### src/rtl/hsfi_pkg.sv
// package: constants and types for the hot-swap fault integrator
package hsfi_pkg;
  // clock rate
  localparam int CLK_HZ = 50_000_000;
  // counter clock periods, in microseconds
  localparam int TICK_SHORT_US = 32;
  localparam int TICK_LONG_US = 128;
  // maximum current-limit durations, in microseconds
  localparam int LIMIT_SHORT_US = 500;
  localparam int LIMIT_LONG_US = 2000;
  // down-count is this many times slower than up-count
  localparam int DOWN_RATIO = 128;
  // cycles per counter period
  localparam int TICK_SHORT_CYC = (CLK_HZ / 1_000_000) * TICK_SHORT_US;
  localparam int TICK_LONG_CYC = (CLK_HZ / 1_000_000) * TICK_LONG_US;
  // integrator thresholds in counter periods (rounded up)
  localparam int LIMIT_SHORT_TICKS = (LIMIT_SHORT_US + TICK_SHORT_US - 1) / TICK_SHORT_US;
  localparam int LIMIT_LONG_TICKS = (LIMIT_LONG_US + TICK_LONG_US - 1) / TICK_LONG_US;
  // widths
  localparam int DIV_W = 13;
  localparam int INT_W = 5;
  localparam int SUB_W = 7;
  localparam int OFF_W = 16;
  // default restart off time in counter periods
  localparam int OFF_TICKS_DEFAULT = 16;
  // reset values, and the last down sub-count
  localparam logic [DIV_W-1:0] DIV_ZERO = 13'h0000;
  localparam logic [INT_W-1:0] INT_ZERO = 5'h00;
  localparam logic [SUB_W-1:0] SUB_ZERO = 7'h00;
  localparam logic [OFF_W-1:0] OFF_ZERO = 16'h0000;
  localparam logic [SUB_W-1:0] SUB_LAST = SUB_W'(DOWN_RATIO - 1);

  // gate control states
  typedef enum logic [3:0] {
    HSFI_IDLE    = 4'b0001, // waiting for start conditions
    HSFI_ON      = 4'b0010, // gate enabled
    HSFI_OFFWAIT = 4'b0100, // holding off for the restart off time
    HSFI_LATCHED = 4'b1000  // latched off until undervoltage toggle
  } hsfi_state_t;
endpackage : hsfi_pkg

### src/rtl/hsfi_top.sv
// module: fault integrator and gate sequencing of a hot-swap controller
// Notes on behaviour
// - while overcurrent is seen the integrator counts up once per counter period.
// - the counter period is 32 us for the short variant and 128 us for the 2 ms variant.
// - an overcurrent shorter than one period still counts as a whole period.
// - reaching the maximum current-limit duration raises an overcurrent fault and drops the gate.
// - with no overcurrent the integrator counts down 128 times slower than up.
// - repeated bursts above a 1/128 duty ratio therefore build up to a fault.
// - an over-temperature indication drops the gate at once.
// - in autoretry, after thermal shutdown the gate stays off for at least the off time.
// - in autoretry, restart waits until the die has cooled 20 degrees below the trip point.
// - in latched mode a thermal fault holds the gate off until a restart action.
// - in latched mode a low-then-high undervoltage input or power cycle clears the fault.
// - a fault cleared by undervoltage toggle still waits out the off time.
// - polarity of supply good, autoretry or latched, and 0.5 or 2 ms limit are build options.
// - in autoretry, an overcurrent fault restarts after the off time.
// - pulling undervoltage low resets a tripped breaker, subject to the off time.
// - the gate turns on only with undervoltage high, overvoltage low, lockout released, sense low; sense high does not turn it off.
`timescale 1ns/1ps
`default_nettype none
module hsfi_top
  import hsfi_pkg::*;
#(
  parameter bit PG_ACTIVE_HIGH = 1'b0,  // supply good output polarity
  parameter bit LATCHED = 1'b0,         // latched fault handling
  parameter bit LONG_LIMIT = 1'b0,      // 2 ms limit variant
  parameter int OFF_TICKS = hsfi_pkg::OFF_TICKS_DEFAULT
) (
  // clock, reset, enable
  input wire logic clk,
  input wire logic arst_n,
  input wire logic clk_en,
  // comparator inputs
  input wire logic overcurrent_in,
  input wire logic overtemp_in,
  input wire logic cooled_in,
  input wire logic undervoltage_sense_input,
  input wire logic overvoltage_sense_input,
  input wire logic supply_lockout_in,
  input wire logic sense_above_limit_in,
  input wire logic drain_low_in,
  // outputs
  output logic gate_enable,
  output logic supply_good_output,
  output logic oc_fault,
  output logic thermal_fault
);
  import hsfi_pkg::*;

  // derived counts for the chosen variant
  localparam int TICK_CYC = LONG_LIMIT ? TICK_LONG_CYC : TICK_SHORT_CYC;
  localparam int LIMIT_TICKS = LONG_LIMIT ? LIMIT_LONG_TICKS : LIMIT_SHORT_TICKS;
  localparam logic [DIV_W-1:0] TICK_LAST = DIV_W'(TICK_CYC - 1);
  localparam logic [INT_W-1:0] LIMIT = INT_W'(LIMIT_TICKS);
  localparam logic [OFF_W-1:0] OFF_LAST = OFF_W'(OFF_TICKS);

  // synchronised comparator inputs
  logic s_oc;
  logic s_ot;
  logic s_cool;
  logic s_uv;
  logic s_ov;
  logic s_lock;
  logic s_sense;
  logic s_drain;

  hsfi_sync u_sync_oc (.clk(clk), .arst_n(arst_n), .clk_en(clk_en),
    .din(overcurrent_in), .dout(s_oc));
  hsfi_sync u_sync_ot (.clk(clk), .arst_n(arst_n), .clk_en(clk_en),
    .din(overtemp_in), .dout(s_ot));
  hsfi_sync u_sync_cool (.clk(clk), .arst_n(arst_n), .clk_en(clk_en),
    .din(cooled_in), .dout(s_cool));
  hsfi_sync u_sync_uv (.clk(clk), .arst_n(arst_n), .clk_en(clk_en),
    .din(undervoltage_sense_input), .dout(s_uv));
  hsfi_sync u_sync_ov (.clk(clk), .arst_n(arst_n), .clk_en(clk_en),
    .din(overvoltage_sense_input), .dout(s_ov));
  hsfi_sync u_sync_lock (.clk(clk), .arst_n(arst_n), .clk_en(clk_en),
    .din(supply_lockout_in), .dout(s_lock));
  hsfi_sync u_sync_sense (.clk(clk), .arst_n(arst_n), .clk_en(clk_en),
    .din(sense_above_limit_in), .dout(s_sense));
  hsfi_sync u_sync_drain (.clk(clk), .arst_n(arst_n), .clk_en(clk_en),
    .din(drain_low_in), .dout(s_drain));

  // state
  logic [DIV_W-1:0] div_cnt;
  logic [INT_W-1:0] integ;
  logic [SUB_W-1:0] down_sub;
  logic oc_seen;
  logic [OFF_W-1:0] off_cnt;
  logic uv_was_low;
  hsfi_state_t state;
  logic next_gate;
  logic next_pg;
  logic [DIV_W-1:0] next_div_cnt;
  logic [INT_W-1:0] next_integ;
  logic [SUB_W-1:0] next_down_sub;
  logic next_oc_seen;
  logic [OFF_W-1:0] next_off_cnt;
  logic next_uv_was_low;
  logic next_oc_fault;
  logic next_thermal_fault;
  hsfi_state_t next_state;

  logic tick;
  logic trip_oc;
  logic start_ok;
  logic off_done;

  // combinational helpers
  assign tick = (div_cnt == TICK_LAST);
  assign start_ok = s_uv && !s_ov && !s_lock && !s_sense;
  // strictly greater: the first tick after a fault may land after a partial period
  assign off_done = (off_cnt > OFF_LAST);

  // integrator: up once per period while overcurrent, down 128x slower otherwise
  always_comb
  begin
    next_div_cnt = tick ? DIV_ZERO : div_cnt + 1'b1;
    next_oc_seen = oc_seen || s_oc;
    next_integ = integ;
    next_down_sub = down_sub;
    trip_oc = 1'b0;
    if (tick)
    begin
      next_oc_seen = s_oc;
      if (oc_seen || s_oc) // short pulse counts as full period
      begin
        next_down_sub = SUB_ZERO;
        if (integ + 1'b1 >= LIMIT)
        begin
          trip_oc = 1'b1;
          next_integ = INT_ZERO;
        end
        else
        begin
          next_integ = integ + 1'b1;
        end
      end
      else if (integ != INT_ZERO)
      begin
        if (down_sub == SUB_LAST)
        begin
          next_down_sub = SUB_ZERO;
          next_integ = integ - 1'b1;
        end
        else
        begin
          next_down_sub = down_sub + 1'b1;
        end
      end
      else
      begin
        next_down_sub = SUB_ZERO;
      end
    end
    if (state != HSFI_ON)
    begin
      next_integ = INT_ZERO;
      next_down_sub = SUB_ZERO;
      trip_oc = 1'b0;
    end
  end

  // gate sequencing
  always_comb
  begin
    next_state = state;
    next_off_cnt = off_cnt;
    next_oc_fault = oc_fault;
    next_thermal_fault = thermal_fault;
    next_uv_was_low = uv_was_low || !s_uv;
    if (tick && off_cnt != {OFF_W{1'b1}})
      next_off_cnt = off_cnt + 1'b1;
    unique case (state)
      HSFI_IDLE:
      begin
        if (start_ok && !s_ot)
          next_state = HSFI_ON;
      end
      HSFI_ON:
      begin
        if (s_ot)
        begin
          next_thermal_fault = 1'b1;
          next_off_cnt = OFF_ZERO;
          next_uv_was_low = 1'b0;
          next_state = LATCHED ? HSFI_LATCHED : HSFI_OFFWAIT;
        end
        else if (trip_oc)
        begin
          next_oc_fault = 1'b1;
          next_off_cnt = OFF_ZERO;
          next_uv_was_low = 1'b0;
          next_state = LATCHED ? HSFI_LATCHED : HSFI_OFFWAIT;
        end
        else if (!s_uv || s_ov || s_lock)
        begin
          next_state = HSFI_IDLE;
        end
      end
      HSFI_OFFWAIT:
      begin
        // autoretry waits off time, and for cool-down after thermal trip
        if (off_done && (!thermal_fault || (s_cool && !s_ot)))
        begin
          next_oc_fault = 1'b0;
          next_thermal_fault = 1'b0;
          next_state = HSFI_IDLE;
        end
      end
      HSFI_LATCHED:
      begin
        // cleared by low-then-high undervoltage, still after the off time
        if (uv_was_low && s_uv && off_done && !s_ot)
        begin
          next_oc_fault = 1'b0;
          next_thermal_fault = 1'b0;
          next_state = HSFI_IDLE;
        end
      end
      default:
        next_state = HSFI_IDLE;
    endcase
    next_gate = (next_state == HSFI_ON);
    next_pg = (next_gate && s_drain) ^ !PG_ACTIVE_HIGH;
  end

  // registers; power-on reset clears latched faults
  always_ff @(posedge clk or negedge arst_n)
  begin
    if (!arst_n)
    begin
      div_cnt <= DIV_ZERO;
      integ <= INT_ZERO;
      down_sub <= SUB_ZERO;
      oc_seen <= 1'b0;
      off_cnt <= OFF_ZERO;
      uv_was_low <= 1'b0;
      state <= HSFI_IDLE;
      gate_enable <= 1'b0;
      supply_good_output <= !PG_ACTIVE_HIGH;
      oc_fault <= 1'b0;
      thermal_fault <= 1'b0;
    end
    else if (clk_en)
    begin
      div_cnt <= next_div_cnt;
      integ <= next_integ;
      down_sub <= next_down_sub;
      oc_seen <= next_oc_seen;
      off_cnt <= next_off_cnt;
      uv_was_low <= next_uv_was_low;
      state <= next_state;
      gate_enable <= next_gate;
      supply_good_output <= next_pg;
      oc_fault <= next_oc_fault;
      thermal_fault <= next_thermal_fault;
    end
  end
endmodule : hsfi_top
`default_nettype wire

### src/rtl/hsfi_sync.sv
// module: two-flop synchroniser for comparator inputs
`timescale 1ns/1ps
`default_nettype none
module hsfi_sync (
  // clock and reset
  input wire logic clk,
  input wire logic arst_n,
  input wire logic clk_en,
  // level in and out
  input wire logic din,
  output logic dout
);
  logic meta;
  logic next_meta;
  logic next_dout;

  // next values
  always_comb
  begin
    next_meta = clk_en ? din : meta;
    next_dout = clk_en ? meta : dout;
  end

  // registers
  always_ff @(posedge clk or negedge arst_n)
  begin
    if (!arst_n)
    begin
      meta <= 1'b0;
      dout <= 1'b0;
    end
    else
    begin
      meta <= next_meta;
      dout <= next_dout;
    end
  end
endmodule : hsfi_sync
`default_nettype wire

### config.mk
export PLATFORM = sky130hd
export DESIGN_NAME = hsfi_top
export DESIGN_NICKNAME = d
export VERILOG_FILES = /design/src/rtl/hsfi_pkg.sv /design/src/rtl/hsfi_top.sv /design/src/rtl/hsfi_sync.sv
export SDC_FILE = /design/constraint.sdc
export NUM_CORES = 1
export LEC_CHECK = 0
export ABC_AREA = 1
export BUFFER_PORTS_ARGS = -buffer_cell sky130_fd_sc_hd__buf_2
export CORE_UTILIZATION = 65
export DETAILED_ROUTE_END_ITERATION = 12
export PLACE_DENSITY = 0.87
export SLEW_MARGIN = 15
export SYNTH_ARGS = -nofsm -noshare
export SYNTH_HDL_FRONTEND = slang
export SYNTH_SLANG_ARGS = --single-unit
### constraint.sdc
create_clock -name clk -period 3.8 [get_ports clk]
set_input_delay 0.57 -clock clk [delete_from_list [all_inputs] [get_ports clk]]
set_output_delay 0.57 -clock clk [all_outputs]
set_load 0.005 [all_outputs]
# Word-level counts from Yosys, hierarchy flattened
# Cells that the tools add are included.
# totals
ram_bits,0
reg_bits,67
input_bits,11
mem_bits_ro,0
n_memories,0
latchBits,0
# classes
bitwise_logic,1
n_div,0
n_eq_ne,14
n_addsub,5
n_mux,38
n_lt_le_gt_ge,2
reduce_logical,31
n_mul,0
n_shift,0
# ops
operator,n
16-bit two-way mux,4
7-bit two-way mux,5
5-bit two-way mux,6
4-bit two-way mux,6
16-bit by 1-bit adder with 16-bit output (second input constant),1
16-bit by 5-bit > comparator with 1-bit output (second input constant),1
16-bit inequality test (second input constant),1
4-bit case mux with 4 select lines,1
13-bit by 1-bit adder with 13-bit output (second input constant),1
13-bit by 11-bit == test with 1-bit output (second input constant),1
1-bit two-way mux,13
13-bit two-way mux,1
1-bit logical AND,11
3-bit nonzero test,3
4-bit by 2-bit == test with 1-bit output (second input constant),2
2-bit inequality test (second input constant),4
7-bit by 1-bit adder with 7-bit output (second input constant),1
7-bit == test (second input constant),1
1-bit logical NOT,6
1-bit case mux with 3 select lines,2
6-bit AND reduction,1
5-bit by 1-bit adder with 5-bit output (second input constant),1
5-bit >= comparator (second input constant),1
1-bit logical OR,5
12 further kinds,12

# Longest topological paths before layout
# logic_depth
word_depth,12
depth_mapped,12
mapped_depth_nobuf,12

# Cells and area by module
# From an unflattened synthesis, not the netlist that was laid out.
# hier_totals
hier_cells,498
hier_area_um2,3771.1
# modules_own_cells
mod,seq_area_each_um2,area_each_um2,cells_each,n_inst
hsfi_top,1278.7,3160.5,426,1
hsfi_sync,50.0,76.3,9,8

# Worst setup path after synthesis
# OpenSTA, ideal clock, no wires.
# synth_timing
path_type,register to register
start,register div_cnt[0]
end,register off_cnt[14]
period_less_slack_ps,1493
slack_ps,2307
t_required_ps,3681
arrival_ps,1375
path_stages_with_launch,11
cell_sequence,dfrtp_1 -> ha_1 -> nand2_1 -> nor2_1 -> nand2_1 -> nor2_4 -> nand2_1 -> nand2_1 -> nand3_2 -> clkinv_2 -> nor2_1
# synth_via
elab_chain_len,6
# synth_lines
item,line_no,source
"start, declared",hsfi_top.sv:85,logic [DIV_W-1:0] div_cnt;
"start signal, assigned",hsfi_top.sv:247,div_cnt <= next_div_cnt;
13-bit by 11-bit == test with 1-bit output (*),hsfi_top.sv:110,assign tick = (div_cnt == TICK_LAST);
1-bit two-way mux or 1-bit logical AND (tied branches),"hsfi_top.sv:123, hsfi_top.sv:172",
1-bit two-way mux or 16-bit two-way mux (tied branches),"hsfi_top.sv:156, hsfi_top.sv:172",
16-bit two-way mux,hsfi_top.sv:189,else if (trip_oc)
16-bit two-way mux,hsfi_top.sv:182,if (s_ot)
16-bit two-way mux (*),hsfi_top.sv:174,unique case (state)
"end signal, assigned",hsfi_top.sv:251,off_cnt <= next_off_cnt;
"end, declared",hsfi_top.sv:89,logic [OFF_W-1:0] off_cnt;
# Every way passes the cells marked *; elsewhere a longest branch is shown, timed or not.
# A chain may end at the register's enable or synchronous reset.

# Worst setup path in the final report
# layout_timing
start,register div_cnt[0]
end,register off_cnt[5]
# The elaborated chain is that of the path after synthesis.

==> results.toml <==
[yosys]
syn_inst = 530
synth_mux_area_share_pct = 0
synth_top_family_by_area = "simple AND/OR/NAND/NOR gates"
seq_area_frac_synth_pct = 43.5
synth.avg_cell_area_um2 = 7.29
synth_top_area_share_pct = 42.1
synth_area_leader_cell = "dfrtp_1"
synth_seq_cells = 67
syn_nets = 548
syn_area_mm2 = 0.00386
synthSimpleGateAreaFrac_pct = 35.7
synth-xor-area-share_pct = 2.49
synthAdderAreaFrac_pct = 2.27
synth.area.top_cells = "dfrtp_1 (42%), nand2_1 (16%), inv_1 (6.5%)"
synth-compound-area-share_pct = 7.48
yosysUniqueCellTypes = 35
synth_warnings = 0

[timing]
finalSetupTns_ps = 0
slew_viol_final = 0
rsz0062_at_grt = "no"
fmax_mhz = 502
max_slew_margin_pct = 51.0
min_period_ps = 1990
tightestPinTransition_ps = 735
hold_viol = 0
finClkSkew_ps = 7.57
finalCritPeriodShare_pct = 52.4
setup_viol = 0

[global_route]
antenna_found_initial = 0
grt_max_degree = 37
track_usage_pct = 29.1
grt_pass1_vias = 3226
gr-total-overflow = 0
grt_pass1_wl_um = 14000

[routing]
firstDrtPassIters = 6
drcViolationCount = 0
ant_nets = 0
drt_wl_total_um = 8160
avgViaCountPerCell = 5.52
drt_iter0_markers = 308
wl_per_cell_um = 13.1
vias = 3446

[setup_path]
crit_path_frequent_cell = "nand2_1"
cp.arrival_ps = 2230
slowest_stage = "dfrtp_1"
cp.required_ps = 4040
cpLargestDelayFamily = "simple AND/OR/NAND/NOR gates"
crit_buf_inv = 1
crit_type = "reg -> reg"
slowest_delay_ps = 420
crit_path_start_kind = "flip-flop"
critPathCaptureType = "flip-flop"
crit_path_max_fanout = 9
path_cells = "ha_1 > nand2_1 > nor2_1 > nand2_1 > nor2_4 > nand2_1 > nand2_1 > nand3_2 > clkinv_2 > nor2_1"

[pwr]
switching_share_pct = 29.6
comb_power_share_pct = 13.9
irDropWorstVdd_v = 0.000415
finalPower_mw = 1.89
seq_power_share_pct = 46.5
powerDensity_mw_per_mm2 = 446
p_switching_mw = 0.560
internal-power_mw = 1.33
power.leakage_nw = 2.17
p_clk_share_pct = 39.6

[floorplan]
core_area_mm2 = 0.00561
die_width_um = 79.1
start_util_pct = 68.9
dieArea_mm2 = 0.00626
rows = 27
chipHeight_um = 79.1
io_pins = 15

[cts]
cts_root_buffer = "clkbuf_8"
cts.sinks = 67
post_cts_buffers = 0
cts_buffers = 9
path_clk_slew_ps = 80
h-tree-depth = 3
cts_hold_buf = 0
cts_resized = 0
cts_tree = "built"
clkLatencyLatePin_ps = 350
clockBufferDepth = 2

[layout]
final_cell_mix = "nand2_1 (161), inv_1 (67), dfrtp_1 (65), nor2_1 (54), nand3_1 (42)"
area_growth_pct = 9.72
diodes = 0
mostFrequentLayoutCell = "nand2_1"
fin_util_pct = 75.6
stdcell_count = 624
nNetsFinal = 565
drive_above_1_share_pct = 12.7

[min_path]
min_path_type = "in -> async"

[placed_design]
place_hpwl_um = 5540
gp_congestion = 0.901
io_buffers = 14
placed_cells = 608

[flow_run]
cap_violations = 0

[status]
status = "complete, no violations"
-- power by group through the flow --
stage	clock network (mW)	registers [mW]	logic [mW]
finish	0.748	0.878	0.263
global route	0.778	0.889	0.303
CTS	0.752	0.876	0.264
detailed placement	0	0.886	0.259
global placement	0	0.884	0.248
floorplan	0	0.870	0.190
-- cells in the mapped netlist, drive strengths merged --
cell,instances
clkbuf,4
ha,7
and3,1
o21bai,1
xor2,9
o21ai,33
a21oi,18
nand3b,1
or2,1
buf,7
nor3,10
nand3,46
xnor2,2
dfrtp,65
a31oi,1
clkinv,1
nor2,68
nand2,168
nand4,10
o22ai,2
nor4,1
inv,72
dfstp,2
-- layout make-up --
class / count / area [um^2]
multi-input combinational: 379 / 1850
tap: 72 / 90.1
sequential: 67 / 1680
clock buffer: 9 / 124
timing repair buffer: 17 / 92.6
inverter: 73 / 275
clock inverter: 7 / 125
fill: 424 / 1370
-- registers in the layout, summed over array words and instances, names as in the netlist, 4 cells and up --
register and count:
off_cnt 16, div_cnt 13, state 4, down_sub 7, integ 5
-- worst register-to-register path, delay by kind of cell (launching register included) --
family / cells / cell delay, ps
simple gates: 8 / 1000
flops: 1 / 420
fa+ha+maj: 1 / 270
buf+inv: 1 / 190
-- final timing paths --
kind / startpoint / end / cells after the start / slack, ps
max: div_cnt[0] / off_cnt[5] / 10 / 1810
min: arst_n / off_cnt[4] / 1 / 270
max reg2reg: div_cnt[0] / off_cnt[5] / 10 / 1810
min reg2reg: u_sync_drain.dout / supply_good_output / 1 / 440
max in group asynchronous: arst_n / state[0] / 2 / 2710
min in group clk: supply_lockout_in / u_sync_lock.meta / 3 / 410
-- through the flow --
step	setup slack, ps	hold slack, ps	cell area [um^2]
2_1_floorplan	2310	274	3860
3_3_place_gp	1630	419	3990
3_5_place_dp	1560	431	3990
4_1_cts	1850	287	4240
5_1_grt	1660	323	4240
6_report	1810	269	4240
-- per-layer routing --
metal	global-route usage (%)	part of all wire, %	vias to the layer above	wire, um
li1	-	-	1703	-
met1	37.0	44	1610	3600
met2	46.9	48	113	3910
met3	5.52	5.4	20	437
met4	16.2	2.5	0	206
met5	0	0	-	0
-- cells by family (layout without fill, tap and decap cells) --
kind of cell | after synthesis | after routing
adders and majority gates | 7 | 7
AOI/OAI and AO/OA | 55 | 55
xor gates and xnor gates | 11 | 11
buffers and inverters | 84 | 106
and+or+nand+nor | 306 | 306
DFF | 67 | 67
Note: power is estimated with default switching activity, not from simulation.
